`config.mk`:
```
export PLATFORM = sky130hd
export DESIGN_NAME = mbwr_regs
export DESIGN_NICKNAME = d
export VERILOG_FILES = /design/src/mbwr_pkg.sv /design/src/mbwr_crc.sv /design/src/mbwr_regs.sv
export SDC_FILE = /design/constraint.sdc
export NUM_CORES = 1
export LEC_CHECK = 0
export BUFFER_PORTS_ARGS = -buffer_cell sky130_fd_sc_hd__buf_4
export CAP_MARGIN = 20
export CELL_PAD_IN_SITES_DETAIL_PLACEMENT = 0
export CELL_PAD_IN_SITES_GLOBAL_PLACEMENT = 1
export CORE_MARGIN = 2
export CORE_UTILIZATION = 50
export CTS_CLUSTER_DIAMETER = 50
export DETAILED_ROUTE_END_ITERATION = 16
export GPL_ROUTABILITY_DRIVEN = 0
export HOLD_SLACK_MARGIN = 0.03
export PLACE_DENSITY = 0.82
export SYNTH_ARGS = -nofsm -noshare
export SYNTH_HDL_FRONTEND = slang
export SYNTH_SLANG_ARGS = --single-unit
```
`constraint.sdc`:
```
create_clock -name REF_CLK_I -period 19.4 [get_ports REF_CLK_I]
set_input_delay 0 -clock REF_CLK_I [delete_from_list [all_inputs] [get_ports REF_CLK_I]]
set_output_delay 0 -clock REF_CLK_I [all_outputs]
set_load 0.005 [all_outputs]
```
`src/mbwr_pkg.sv`:
```
package mbwr_pkg;

  // ------------------------------------------------------------------
  // Frame fields
  // ------------------------------------------------------------------
  localparam logic [7:0] FC_WRITE_MULTI = 8'h10;
  localparam logic [7:0] FC_EXCEPTION_BIT = 8'h80;
  localparam logic [7:0] EXC_ILLEGAL_ADDR = 8'h02;
  localparam logic [7:0] EXC_ILLEGAL_VALUE = 8'h03;
  localparam logic [15:0] MAX_REGS = 16'h0010;
  localparam logic [15:0] CRC_INIT = 16'hffff;
  localparam logic [15:0] CRC_POLY = 16'ha001;

  // ------------------------------------------------------------------
  // Register offsets and reset values
  // ------------------------------------------------------------------
  localparam logic [15:0] ADDR_GROUP_UPPER = 16'h0030;
  localparam logic [15:0] ADDR_GROUP_LOWER = 16'h0031;
  localparam logic [15:0] ADDR_INCMD_UPPER = 16'h007c;
  localparam logic [15:0] ADDR_INCMD_LOWER = 16'h007d;
  localparam logic [15:0] ADDR_OUTST_UPPER = 16'h007e;
  localparam logic [15:0] ADDR_OUTST_LOWER = 16'h007f;
  localparam logic [31:0] GROUP_RESET = 32'hffffffff;
  localparam logic [31:0] INCMD_RESET = 32'h00000000;
  localparam logic [31:0] GROUP_MIN = 32'h00000001;
  localparam logic [31:0] GROUP_MAX = 32'h0000001f;

  // ------------------------------------------------------------------
  // Types
  // ------------------------------------------------------------------
  typedef enum logic [3:0] {
    MBWR_IDLE = 4'h0,
    MBWR_HDR = 4'h1,
    MBWR_DATA = 4'h2,
    MBWR_CRC = 4'h3,
    MBWR_SKIP = 4'h4,
    MBWR_CHECK = 4'h5,
    MBWR_COMMIT = 4'h6,
    MBWR_REPLY = 4'h7,
    MBWR_DONE = 4'h8
  } mbwr_state_e;

  // Byte stream carrier
  typedef struct packed {
    logic valid;
    logic [7:0] data;
  } mbwr_byte_s;

  // Whole state of the frame engine
  typedef struct packed {
    mbwr_state_e state;
    logic [4:0] idx;
    logic [15:0] start;
    logic [15:0] count;
    logic [7:0] bytes;
    logic [15:0] crc_rx;
    logic [7:0] func;
    logic [7:0] slave;
    logic group_hit;
    logic [15:0][15:0] buf_data;
    logic [31:0] group;
    logic [31:0] incmd;
    logic [15:0] upper_hold;
    logic upper_ok;
    logic [7:0] exc;
    logic [3:0] tx_idx;
    logic [3:0] tx_len;
    logic [15:0] tx_crc;
    mbwr_byte_s tx;
    logic frame_err;
  } mbwr_state_s;

endpackage

```
`src/mbwr_crc.sv`:
```
`timescale 1ns/1ps
// One CRC-16 byte step, reflected polynomial, no state of its own
module mbwr_crc (
  // Running value
  input wire logic [15:0] crc_i,
  // New byte
  input wire logic [7:0] byte_i,
  // Updated value
  output logic [15:0] crc_o
);

  // Eight shift steps unrolled by a loop
  always_comb begin
    logic [15:0] c;
    c = crc_i ^ {8'h00, byte_i};
    for (int k = 0; k < 8; k++) begin
      if (c[0]) begin
        c = (c >> 1) ^ mbwr_pkg::CRC_POLY;
      end else begin
        c = c >> 1;
      end
    end
    crc_o = c;
  end

endmodule

```
`src/mbwr_regs.sv`:
```
`timescale 1ns/1ps
module mbwr_regs #(
  parameter int MAX_WORDS = 16
) (
  // Clock and reset
  input wire logic REF_CLK_I,
  input wire logic ARST_N_I,
  // Own slave address and decoded frame boundary
  input wire logic [7:0] SLAVE_ADDR_I,
  input wire logic FRAME_END_I,
  // Received bytes from the serial receiver
  input wire logic RX_VALID_I,
  input wire logic [7:0] RX_DATA_I,
  // Transmit byte stream towards the serial sender
  input wire logic TX_READY_I,
  output logic TX_VALID_O,
  output logic [7:0] TX_DATA_O,
  // Driver command and status
  input wire logic [31:0] OUT_STATUS_I,
  output logic [31:0] IN_COMMAND_O,
  output logic [31:0] GROUP_ADDR_O
);

  // ------------------------------------------------------------------
  // Reset release and input synchronisers
  // ------------------------------------------------------------------
  logic rst_meta;
  logic rst_n;
  logic [8:0] rx_meta;
  logic [8:0] rx_sync;
  logic fe_meta;
  logic fe_sync;
  logic tx_rdy_meta;
  logic tx_rdy_sync;

  // Reset asserts at once, releases two edges later
  always_ff @(posedge REF_CLK_I or negedge ARST_N_I) begin
    if (!ARST_N_I) begin
      rst_meta <= 1'b0;
      rst_n <= 1'b0;
    end else begin
      rst_meta <= 1'b1;
      rst_n <= rst_meta;
    end
  end

  // Receiver and sender live outside this clock; sample twice
  always_ff @(posedge REF_CLK_I or negedge rst_n) begin
    if (!rst_n) begin
      rx_meta <= 9'h000;
      rx_sync <= 9'h000;
      fe_meta <= 1'b0;
      fe_sync <= 1'b0;
      tx_rdy_meta <= 1'b0;
      tx_rdy_sync <= 1'b0;
    end else begin
      rx_meta <= {RX_VALID_I, RX_DATA_I};
      rx_sync <= rx_meta;
      fe_meta <= FRAME_END_I;
      fe_sync <= fe_meta;
      tx_rdy_meta <= TX_READY_I;
      tx_rdy_sync <= tx_rdy_meta;
    end
  end

  // Byte strobe is a level per byte; take its rising edge only
  logic rx_valid_d;
  always_ff @(posedge REF_CLK_I or negedge rst_n) begin
    if (!rst_n) begin
      rx_valid_d <= 1'b0;
    end else begin
      rx_valid_d <= rx_sync[8];
    end
  end

  mbwr_pkg::mbwr_byte_s rx;
  assign rx.valid = rx_sync[8] && !rx_valid_d;
  assign rx.data = rx_sync[7:0];

  // ------------------------------------------------------------------
  // CRC steps for receive and transmit
  // ------------------------------------------------------------------
  mbwr_pkg::mbwr_state_s s;
  mbwr_pkg::mbwr_state_s next_s;
  logic [15:0] rx_crc_next;
  logic [15:0] tx_crc_next;
  logic [7:0] tx_byte;

  mbwr_crc u_rx_crc (
    .crc_i(s.crc_rx),
    .byte_i(rx.data),
    .crc_o(rx_crc_next)
  );

  mbwr_crc u_tx_crc (
    .crc_i(s.tx_crc),
    .byte_i(tx_byte),
    .crc_o(tx_crc_next)
  );

  // ------------------------------------------------------------------
  // Reply byte selection
  // ------------------------------------------------------------------
  // echo of header
  always_comb begin
    tx_byte = 8'h00;
    case (s.tx_idx)
      4'h0: tx_byte = s.slave;
      4'h1: tx_byte = (s.exc != 8'h00) ? (s.func | mbwr_pkg::FC_EXCEPTION_BIT) : s.func;
      4'h2: tx_byte = (s.exc != 8'h00) ? s.exc : s.start[15:8];
      4'h3: tx_byte = s.start[7:0];
      4'h4: tx_byte = s.count[15:8];
      4'h5: tx_byte = s.count[7:0];
      default: tx_byte = 8'h00;
    endcase
  end

  // ------------------------------------------------------------------
  // Frame engine
  // ------------------------------------------------------------------
  logic [15:0] cur_addr;
  logic [15:0] cur_word;
  assign cur_addr = s.start + {11'h000, s.idx};
  assign cur_word = s.buf_data[s.idx[3:0]];

  always_comb begin
    logic [31:0] grp_val;
    grp_val = {s.upper_hold, cur_word};
    next_s = s;
    next_s.tx.valid = 1'b0;
    case (s.state)
      mbwr_pkg::MBWR_IDLE: begin
        if (rx.valid) begin
          next_s.crc_rx = rx_crc_next;
          next_s.slave = rx.data;
          next_s.group_hit = (s.group != mbwr_pkg::GROUP_RESET) &&
                             (rx.data == s.group[7:0]);
          next_s.idx = 5'h00;
          next_s.frame_err = 1'b0;
          next_s.exc = 8'h00;
          next_s.upper_ok = 1'b0;
          if (rx.data == SLAVE_ADDR_I || next_s.group_hit) begin
            next_s.state = mbwr_pkg::MBWR_HDR;
          end else begin
            next_s.state = mbwr_pkg::MBWR_SKIP;
          end
        end
      end
      mbwr_pkg::MBWR_HDR: begin
        if (rx.valid) begin
          next_s.crc_rx = rx_crc_next;
          next_s.idx = s.idx + 5'h01;
          case (s.idx)
            5'h00: next_s.func = rx.data;
            5'h01: next_s.start[15:8] = rx.data;
            5'h02: next_s.start[7:0] = rx.data;
            5'h03: next_s.count[15:8] = rx.data;
            5'h04: next_s.count[7:0] = rx.data;
            default: next_s.bytes = rx.data;
          endcase
          if (s.idx == 5'h00 && rx.data != mbwr_pkg::FC_WRITE_MULTI) begin
            next_s.state = mbwr_pkg::MBWR_SKIP;
          end
          if (s.idx == 5'h05) begin
            next_s.idx = 5'h00;
            if (s.count == 16'h0000 || s.count > mbwr_pkg::MAX_REGS ||
                {8'h00, rx.data} != {s.count[14:0], 1'b0}) begin
              next_s.exc = mbwr_pkg::EXC_ILLEGAL_VALUE;
              next_s.bytes = 8'h00;
              next_s.state = mbwr_pkg::MBWR_CRC;
            end else begin
              next_s.state = mbwr_pkg::MBWR_DATA;
            end
          end
        end
      end
      mbwr_pkg::MBWR_DATA: begin
        if (rx.valid) begin
          next_s.crc_rx = rx_crc_next;
          next_s.bytes = s.bytes - 8'h01;
          if (s.idx[0] == 1'b0) begin
            next_s.buf_data[s.idx[4:1]][15:8] = rx.data;
          end else begin
            next_s.buf_data[s.idx[4:1]][7:0] = rx.data;
          end
          next_s.idx = s.idx + 5'h01;
          if (s.bytes == 8'h01) begin
            next_s.idx = 5'h00;
            next_s.state = mbwr_pkg::MBWR_CRC;
          end
        end
      end
      mbwr_pkg::MBWR_CRC: begin
        if (rx.valid) begin
          next_s.crc_rx = rx_crc_next;
          next_s.idx = s.idx + 5'h01;
          if (s.idx == 5'h01 && s.exc == 8'h00) begin
            next_s.idx = 5'h00;
            next_s.state = mbwr_pkg::MBWR_CHECK;
          end
        end
        if (fe_sync) begin // Refused header swallows the rest, judged at the gap
          next_s.state = (s.exc != 8'h00) ? mbwr_pkg::MBWR_CHECK : mbwr_pkg::MBWR_IDLE;
        end
      end
      // Residue of zero means the whole frame checked out
      mbwr_pkg::MBWR_CHECK: begin
        if (s.crc_rx != 16'h0000) begin
          next_s.state = mbwr_pkg::MBWR_SKIP;
        end else if (s.exc != 8'h00) begin
          next_s.state = mbwr_pkg::MBWR_REPLY;
        end else begin
          next_s.state = mbwr_pkg::MBWR_COMMIT;
        end
      end
      mbwr_pkg::MBWR_COMMIT: begin
        next_s.idx = s.idx + 5'h01;
        case (cur_addr)
          mbwr_pkg::ADDR_GROUP_UPPER,
          mbwr_pkg::ADDR_INCMD_UPPER: begin
            next_s.upper_hold = cur_word;
            next_s.upper_ok = 1'b1;
          end
          mbwr_pkg::ADDR_GROUP_LOWER: begin
            if (s.upper_ok && (grp_val == mbwr_pkg::GROUP_RESET ||
                (grp_val >= mbwr_pkg::GROUP_MIN && grp_val <= mbwr_pkg::GROUP_MAX))) begin
              next_s.group = grp_val;
            end else begin
              next_s.exc = mbwr_pkg::EXC_ILLEGAL_VALUE;
            end
            next_s.upper_ok = 1'b0;
          end
          mbwr_pkg::ADDR_INCMD_LOWER: begin
            if (s.upper_ok) begin
              next_s.incmd = {s.upper_hold, cur_word};
            end else begin
              next_s.exc = mbwr_pkg::EXC_ILLEGAL_VALUE;
            end
            next_s.upper_ok = 1'b0;
          end
          default: begin
            next_s.exc = mbwr_pkg::EXC_ILLEGAL_ADDR;
          end
        endcase
        if ({11'h000, s.idx} == s.count - 16'h0001) begin
          next_s.state = mbwr_pkg::MBWR_REPLY;
        end
        if (next_s.exc != 8'h00) begin
          next_s.state = mbwr_pkg::MBWR_REPLY;
        end
      end
      // Prepare reply; group queries get no reply, only our own address is answered
      mbwr_pkg::MBWR_REPLY: begin
        next_s.tx_idx = 4'h0;
        next_s.tx_crc = mbwr_pkg::CRC_INIT;
        next_s.tx_len = (s.exc != 8'h00) ? 4'h5 : 4'h8;
        if (s.slave != SLAVE_ADDR_I) begin
          next_s.state = mbwr_pkg::MBWR_SKIP;
        end else begin
          next_s.state = mbwr_pkg::MBWR_DONE;
        end
      end
      // Stream the reply while the sender is ready
      mbwr_pkg::MBWR_DONE: begin
        if (tx_rdy_sync && !s.tx.valid) begin
          next_s.tx.valid = 1'b1;
          next_s.tx_idx = s.tx_idx + 4'h1;
          if (s.tx_idx == s.tx_len - 4'h2) begin
            next_s.tx.data = s.tx_crc[7:0];
          end else if (s.tx_idx == s.tx_len - 4'h1) begin
            next_s.tx.data = s.tx_crc[15:8];
            next_s.state = mbwr_pkg::MBWR_SKIP;
          end else begin
            next_s.tx.data = tx_byte;
            next_s.tx_crc = tx_crc_next;
          end
        end
      end
      // Wait for the frame gap before the next query
      mbwr_pkg::MBWR_SKIP: begin
        if (fe_sync) begin
          next_s.state = mbwr_pkg::MBWR_IDLE;
          next_s.crc_rx = mbwr_pkg::CRC_INIT;
        end
      end
      default: next_s.state = mbwr_pkg::MBWR_IDLE;
    endcase
    if (s.state == mbwr_pkg::MBWR_IDLE && !rx.valid) begin
      next_s.crc_rx = mbwr_pkg::CRC_INIT;
    end
    if (fe_sync && (s.state == mbwr_pkg::MBWR_HDR || s.state == mbwr_pkg::MBWR_DATA)) begin
      next_s.state = mbwr_pkg::MBWR_IDLE; // Cut query dropped at the gap
    end
  end

  // ------------------------------------------------------------------
  // State register
  // ------------------------------------------------------------------
  // volatile storage only
  always_ff @(posedge REF_CLK_I or negedge rst_n) begin
    if (!rst_n) begin
      s <= '0;
      s.state <= mbwr_pkg::MBWR_IDLE;
      s.crc_rx <= mbwr_pkg::CRC_INIT;
      s.tx_crc <= mbwr_pkg::CRC_INIT;
      s.group <= mbwr_pkg::GROUP_RESET;
      s.incmd <= mbwr_pkg::INCMD_RESET;
    end else begin
      s <= next_s;
    end
  end

  // Status input is sampled twice; it comes from driver logic elsewhere
  logic [31:0] status_meta;
  logic [31:0] status_sync;
  always_ff @(posedge REF_CLK_I or negedge rst_n) begin
    if (!rst_n) begin
      status_meta <= 32'h00000000;
      status_sync <= 32'h00000000;
    end else begin
      status_meta <= OUT_STATUS_I;
      status_sync <= status_meta;
    end
  end

  // ------------------------------------------------------------------
  // Outputs, all from flip-flops
  // ------------------------------------------------------------------
  assign TX_VALID_O = s.tx.valid;
  assign TX_DATA_O = s.tx.data;
  assign IN_COMMAND_O = s.incmd;
  assign GROUP_ADDR_O = s.group;

endmodule

```
==> results of run 1 <==
==> power groups by stage <==
| stage | Combinational (W) | Sequential (W) | Clock (W) |
|---|---|---|---|
| floorplan | 0.0000803 | 0.00108 | 0 |
| global placement | 0.000117 | 0.00107 | 0 |
| detailed placement | 0.000119 | 0.00107 | 0 |
| CTS | 0.000123 | 0.00106 | 0.00110 |
| global route | 0.000138 | 0.00106 | 0.00114 |
| finish | 0.000123 | 0.00106 | 0.00108 |
==> what timing repair did <==
action                                 4_1_cts  5_1_grt
hold buffers                                22        0
gates resized for setup                      0        0
endpoints found under the hold margin       13        0
==> routing by layer <==
layer  vias to the layer above  share of wire (%)  GRT usage [%]
li1                       7365                  -              -
met1                      8463                 44           32.9
met2                       483                 48           40.2
met3                       107                5.3           3.40
met4                         0                3.0           8.39
met5                         -                  0              0
==> cell usage after synthesis, types with 29 or more instances <==
master | instances | area (µm²)
clkbuf_1 | 98 | 368
buf_4 | 78 | 586
nand2_1 | 148 | 556
o21ai_0 | 97 | 485
nand4_1 | 34 | 213
mux2_2 | 346 | 3900
inv_1 | 48 | 180
nand3_1 | 34 | 170
mux4_2 | 55 | 1240
dfrtp_1 | 418 | 10500
xor2_1 | 39 | 342
nor3_1 | 55 | 275
dfstp_2 | 64 | 1680
nor2_1 | 105 | 394
a21oi_1 | 63 | 315
nor2b_1 | 29 | 181
xnor2_1 | 48 | 420
==> through the flow <==
step | hold WS (ps) | instance area (µm²)
after floorplan | -296 | 24100
after global placement | -216 | 24800
after detailed placement | -215 | 24800
after CTS | 33.2 | 26900
after global routing | 78.2 | 26900
final | 75.2 | 26900
==> layout make-up <==
type	instances	area [µm²]
Inverter	49	184
Antenna cell	1	2.50
Sequential cell	482	12200
Multi-Input combinational cell	1323	10800
Clock inverter	25	328
Clock buffer	76	1580
Fill cell	3877	20700
Timing Repair Buffer	140	1150
Tap cell	615	769
==> placed cells by master, fill, tap and decap left out, types with 8 or more instances in the layout <==
cell type and n:
a211oi_1 14, a21oi_1 63, a221o_1 10, a221oi_1 14, a22oi_1 22, a31oi_1 9, buf_4 115, clkbuf_1 11
clkbuf_16 57, clkbuf_8 8, dfrtp_1 413, dfstp_2 64, dlygate4sd3_1 22, ha_1 16, inv_1 48, mux2_2 346
mux2i_1 23, mux4_2 55, nand2_1 148, nand2b_1 12, nand3_1 33, nand4_1 34, nor2_1 105, nor2b_1 29
nor3_1 54, nor4_1 23, o21ai_0 97, or4_1 8, xnor2_1 48, xor2_1 39
==> worst min-delay path, delay by kind of cell <==
family          cells  cell delay [ps]
buf+inv             1               90
compound gates      1              120
xor+xnor            1              140
simple gates        2              290
==> cells by family (layout without fill, tap and decap cells) <==
group	after synthesis	in the layout	synth area share (%)
buffers and inverters	245	290	5.11
muxes	424	424	22.2
other	1	2	0.0155
xor gates and xnor gates	90	90	3.39
and+or+nand+nor	481	481	9.59
adders and majority gates	17	17	0.912
DFF	482	482	50.3
AOI/OAI and AO/OA	310	310	8.45
==> sequential cells by signal, indices dropped and copies added, names as in the netlist <==
register / count
s: 384
GROUP_ADDR_O: 32
IN_COMMAND_O: 32
rx_meta: 9
rx_sync: 9
TX_DATA_O: 8
TX_VALID_O: 1
fe_meta: 1
fe_sync: 1
rst_meta: 1
rst_n: 1
rx_valid_d: 1
tx_rdy_meta: 1
tx_rdy_sync: 1
==> how the worst min path moves through the flow <==
stage / start / endpoint / slack (ps) / depth (start not counted)
finish: SLAVE_ADDR_I[1] / s[460] / 80 / 5
global route: RX_VALID_I / rx_meta[8] / 80 / 2
CTS: RX_DATA_I[4] / rx_meta[4] / 30 / 2
detailed placement: ARST_N_I / rst_meta / -220 / 1
global placement: ARST_N_I / rst_meta / -220 / 1
floorplan: ARST_N_I / rst_meta / -300 / 0
==> metrics.md, run 1 <==
| Metric | Value |
|---|---|
| Type of the worst min-delay path | `in -> reg` |
| Clock Skews | `40.5 ps` |
| TNS Setup | `0 ps` |
| Synth Flop Type | `dfrtp_1` |
| # placed instances | `2585` |
| Pwr Total | `0.00226 W` |
| Worst slew pin tran | `1170 ps` |
| Distinct cells, synth | `75` |
| Die height | `224 µm` |
| CTS tree | `built` |
| Tcrit/Tclk final | `27.8%` |
| Seq cells post-synth | `482` |
| Comb power frac | `5.4%` |
| Routed Wire Length | `60.1 mm` |
| Number of detailed-route iterations in the first pass | `6` |
| Worst r2r path cells | `11` |
| DIE AREA | `50000 µm²` |
| Final core occ | `56.5%` |
| P_sw | `0.000528 W` |
| Tmin final | `5390 ps` |
| GRT Util Overall | `24.2%` |
| First-pass GRT wire length | `94.5 mm` |
| CP peak stage delay | `880 ps` |
| Max Cap Viol | `0` |
| Post-Synthesis Cells | `2050` |
| Initial antenna violation count | `0` |
| Detailed placement HPWL | `39.3 mm` |
| Status | `completed` |
| TritonCTS Buffers | `55` |
| VDD IR max | `0.0670 mV` |
| Root buf cell | `clkbuf_16` |
| Fraction of layout cells with a size suffix above 1 | `33.2%` |
| Initial Utilization | `50.7%` |
| Final setup violation count | `0` |
| Fin. Hold Viols | `0` |
| Pin count of the biggest net entering global routing | `202` |
| Wire length per cell | `22.2 µm` |
| Internal Power | `0.00173 W` |
| Sink Count | `482` |
| Die X | `224 µm` |
| Cell Area, Synth | `24100 µm²` |
| PwrDens | `83.9 nW/µm²` |
| Number of port buffers | `93` |
| Sequential power share | `46.8%` |
| Fin cells | `2711` |
| Nets | `2121` |
| Average vias per placed instance | `6.06` |
| Top Ports | `126` |
| Pins Over Slew Limit | `0` |
| End of the critical path | `s[458]` |
| Nature of the critical path endpoint | `register` |
| Post-synth EDFFs | `0` |
| Syn Area/Cell | `11.8 µm²` |
| Slew margin rel. | `22.0%` |
| Syn_nets | `2120` |
| Cell Chain, Critical Path | `buf_4 -> nor2_1 -> a22o_1 -> a211oi_1 -> nand4_1 -> a211o_1 -> nor4b_1 -> o211ai_1 -> a21oi_1 -> o31a_1 -> mux2_2` |
| Setup Crit Path Kind | `reg -> reg` |
| Worst R2R End | `s[458]` |
| Gr ovfl total | `0` |
| Worst setup margin | `14010 ps` |
| Vias | `16418` |
| Sw Share | `23.4%` |
| Buf+Inv Stages, Crit Path | `1` |
| Routed Antenna Nets | `0` |
| Vias in the first global route | `16312` |
| Clk pwr share | `47.8%` |
| Core Area | `47600 µm²` |
| R2R Setup Slk | `14010 ps` |
| Number of core rows | `80` |
| Pre-CTS WS | `14040 ps` |
| Critical Path Stages | `11` |
| F_max | `0.185 GHz` |
| Layout area overhead | `11.6%` |
| Worst setup SP type | `register` |
| CP top delay family | `compound AO/OA/AOI/OAI gates` |
| Leak | `12.5 nW` |
| Post-CTS setup buffers | `0` |
| Clock Latency Late Sink | `620 ps` |
| Starting DRT DRC Count | `1353` |
| Worst-path clk slew | `60 ps` |
| Synth async-reset ratio | `100%` |
| H-tree level count | `2` |
| Yosys warnings | `0` |
| Critical path's slowest cell | `dfrtp_4` |
| DRC viols | `0` |
| CTS Buffer Depth | `3` |
| CP arrival | `5870 ps` |
| Worst Path Max Fanout | `47` |
| Crit path from | `s[454]` |
| Critical Path RT | `19870 ps` |
| Sequential area share after synthesis | `50.3%` |
| R2r startpoint | `s[454]` |
| RSZ-0062 raised after global routing | `no` |
Power figures use the tool's default switching activity.
==> run 2, diff against run 1 <==
--- a/config.mk
+++ b/config.mk
@@ -5,12 +5,13 @@
 export SDC_FILE = /design/constraint.sdc
 export NUM_CORES = 1
 export LEC_CHECK = 0
+export ABC_AREA = 1
 export BUFFER_PORTS_ARGS = -buffer_cell sky130_fd_sc_hd__buf_4
 export CAP_MARGIN = 20
 export CELL_PAD_IN_SITES_DETAIL_PLACEMENT = 0
 export CELL_PAD_IN_SITES_GLOBAL_PLACEMENT = 1
 export CORE_MARGIN = 2
-export CORE_UTILIZATION = 50
+export CORE_UTILIZATION = 46
 export CTS_CLUSTER_DIAMETER = 50
 export DETAILED_ROUTE_END_ITERATION = 16
 export GPL_ROUTABILITY_DRIVEN = 0
==> constraint.sdc (replaced) <==
create_clock -name REF_CLK_I -period 5 [get_ports REF_CLK_I]
set_input_delay 0 -clock REF_CLK_I [delete_from_list [all_inputs] [get_ports REF_CLK_I]]
set_output_delay 0 -clock REF_CLK_I [all_outputs]
set_load 0.005 [all_outputs]
==> run 2 against run 1 <==
Against the previous run:
- design area is 4.7% higher
- setup slack worse by 13000 ps
- final cell count is 50% higher
- sequential cell count stayed put
- clock skew is 3.2 ps higher
- combinational power grew to 14 times the previous value
- critical endpoint is now s[457]
==> metrics.md, run 2 <==
| Metric | Value |
|---|---|
| Status | `completed` |
| Fin cells | `4073 (+50%)` |
| Leak | `14.0 nW (+12%)` |
| Most frequent cells in the layout | `1151 x nand2_1, 417 x o21ai_0, 414 x dfrtp_1` |
| GR peak layer | `met2` |
| Type of the worst min-delay path | `in -> reg` |
| Sequential area share after synthesis | `48.1% (-2.2 points)` |
| Distinct cells, synth | `54 (-28%)` |
| Worst slew pin tran | `1090 ps (-78.7 ps)` |
| DRC viols | `0 (unchanged)` |
| Max Cap Viol | `0 (unchanged)` |
| Commonest cells post-synth | `1151 x nand2_1, 418 x dfrtp_1, 417 x o21ai_0` |
| Clock Skews | `43.6 ps (+3.16 ps)` |
| Number of port buffers | `93 (unchanged)` |
| GRT Util Overall | `25.7% (+1.5 points)` |
| Most common cell after layout, fill and taps aside | `nand2_1` |
| Yosys warnings | `0 (unchanged)` |
| Post-synth EDFFs | `0 (unchanged)` |
| H-tree level count | `2 (unchanged)` |
| Hold Slack | `49.9 ps (-25.3 ps)` |
| TritonCTS Buffers | `60 (+9.1%)` |
| Count leader, synth | `nand2_1` |
| Met1 usage | `35.2% (+2.3 points)` |
| Final core occ | `52.2% (-4.3 points)` |
| Root buf cell | `clkbuf_16` |
| Core Area | `54000 µm² (+13%)` |
| CP arrival | `4410 ps (-1460 ps)` |
| Detailed placement HPWL | `48.0 mm (+22%)` |
| CTS tree | `built` |
| Number of detailed-route iterations in the first pass | `5 (-1)` |
| Number of core rows | `85 (+6.3%)` |
| Starting DRT DRC Count | `1778 (+31%)` |
| Die X | `238 µm (+6.5%)` |
| Synth async-reset ratio | `100% (unchanged)` |
| First-pass GRT wire length | `115 mm (+22%)` |
| Wire length per cell | `17.7 µm (-20%)` |
| Initial Utilization | `46.7% (-3.9 points)` |
| M2 GR Usage | `41.4% (+1.2 points)` |
| Number of diodes | `0 (-1)` |
| Clock Latency Late Sink | `650 ps (+30 ps)` |
| Fraction of layout cells with a size suffix above 1 | `10.2% (-23 points)` |
| Tcrit/Tclk final | `77.8% (+50 points)` |
| # placed instances | `3935 (+52%)` |
| Average vias per placed instance | `5.32 (-12%)` |
| Top Ports | `126 (unchanged)` |
| Routed Antenna Nets | `0 (unchanged)` |
| Synth Flop Type | `dfrtp_1` |
| Largest Register | `s` |
| Tmin final | `3890 ps (-1500 ps)` |
| Post-Synthesis Cells | `3342 (+63%)` |
| RSZ-0062 raised after global routing | `no` |
| Syn Area/Cell | `7.55 µm² (-36%)` |
| Sink Count | `482 (unchanged)` |
| Hold_buf cts | `26 (+18%)` |
| Setup Crit Path Kind | `reg -> reg` |
| Seq cells post-synth | `482 (unchanged)` |
| Synth area leaders | `dfrtp_1 41%, nand2_1 17%, o21ai_0 8.3%` |
| Nature of the critical path endpoint | `register` |
| Worst-path clk slew | `60 ps (about the same)` |
| Worst setup SP type | `register` |
| F_max | `0.257 GHz (+39%)` |
| Nets | `3398 (+60%)` |
| Yosys top cell area share | `41.4% (-1.9 points)` |
| Gr ovfl total | `0 (unchanged)` |
| Met3 Use GR | `5.07% (+1.7 points)` |
| Worst Path Max Fanout | `47 (unchanged)` |
| Syn_nets | `3412 (+61%)` |
| Number of flip-flops under the largest register name | `384 (unchanged)` |
| Cell Area, Synth | `25200 µm² (+4.6%)` |
| Pre-CTS WS | `1130 ps (-12910 ps)` |
| Pins Over Slew Limit | `0 (unchanged)` |
| Worst setup margin | `1110 ps (-12900 ps)` |
| Post-CTS setup buffers | `0 (unchanged)` |
| Vias in the first global route | `20762 (+27%)` |
| Die height | `238 µm (+6.5%)` |
| CTS Buffer Depth | `3 (unchanged)` |
| Initial antenna violation count | `2 (+2)` |
| Critical Path RT | `5520 ps (-14350 ps)` |
| Vias | `21658 (+32%)` |
| Fin. Hold Viols | `0 (unchanged)` |
| Layout area overhead | `11.7%` |
| Cell taking the most area after synthesis | `dfrtp_1` |
| CTS-repair resized insts | `0 (unchanged)` |
| Final setup violation count | `0 (unchanged)` |
| Slew margin rel. | `27.0% (+5.0 points)` |
| Pin count of the biggest net entering global routing | `143 (-29%)` |
| PwrDens | `367 nW/µm² (+340%)` |
| Routed Wire Length | `72.1 mm (+20%)` |
| DIE AREA | `56800 µm² (+13%)` |
| TNS Setup | `0 ps (unchanged)` |
| VDD IR max | `0.284 mV (+320%)` |
## run 2: routing by layer
layer	part of all wire, %	vias to the layer above
met4	2.9	4
li1	-	10560
met1	45	10356
met3	6.5	135
met2	46	603
met5	0.037	-
## run 2: logic make-up (layout without fill, tap and decap cells)
kind of cell,Yosys count,after routing,share of synthesized area [%]
fa+ha+maj,17,17,0.872
xor+xnor,68,68,2.36
simple gates,1683,1683,27.0
other cells,1,1,0.0149
buf+inv,533,568,9.59
compound gates,558,558,12.1
flops,482,482,48.1
## run 2: area by class of cell
type	instances	area, µm²
Multi-Input combinational cell	2327	10700
Sequential cell	482	12200
Fill cell	5166	25800
Clock inverter	24	268
Inverter	297	1120
Clock buffer	87	1810
Timing Repair Buffer	160	1300
Tap cell	696	871
## run 2: final timing paths
check                                start               end  slack (ps)  cells after the start
setup / recovery                    s[452]            s[457]        1110                     26
hold / removal             SLAVE_ADDR_I[3]            s[459]          50                      7
setup reg to reg                    s[452]            s[457]        1110                     26
hold reg to reg                 rx_meta[0]        rx_sync[0]         340                      0
max in group asynchronous            rst_n  IN_COMMAND_O[21]        3370                      1
min in group asynchronous         ARST_N_I             rst_n         250                      3
## run 2: where the power goes
| part | internal, W | total [W] | switching, W |
|---|---|---|---|
| Sequential | 0.00405 | 0.00417 | 0.000120 |
| Combinational | 0.000520 | 0.00173 | 0.00121 |
| Clock | 0.00268 | 0.00446 | 0.00178 |
## run 2: through the flow
| stage | cell area (µm²) | total power [W] |
|---|---|---|
| 3_3_place_gp | 25900 | 0.00590 |
| 6_report | 28200 | 0.0104 |
| 2_1_floorplan | 25300 | 0.00539 |
| 5_1_grt | 28200 | 0.0108 |
| 3_5_place_dp | 25900 | 0.00592 |
| 4_1_cts | 28200 | 0.0104 |
## run 2: worst max-delay path: stages (launching register included)
cell	delay (ps)
dfrtp_4	420
buf_4	460
ha_1	270
inv_1	70
fa_1	400
inv_1	90
nand3_1	70
nand3_1	140
nand2_1	110
nand2_1	120
nand2_1	60
nand2_1	60
nand2_1	50
nor2_1	90
nand2_1	50
nor2_1	250
nand3_1	160
nand2_1	110
inv_1	50
nand2_1	80
nand2_1	60
nand2_1	50
nor2_1	40
nand2_1	220
nand2_1	140
nand2_1	80
nand2_1	50
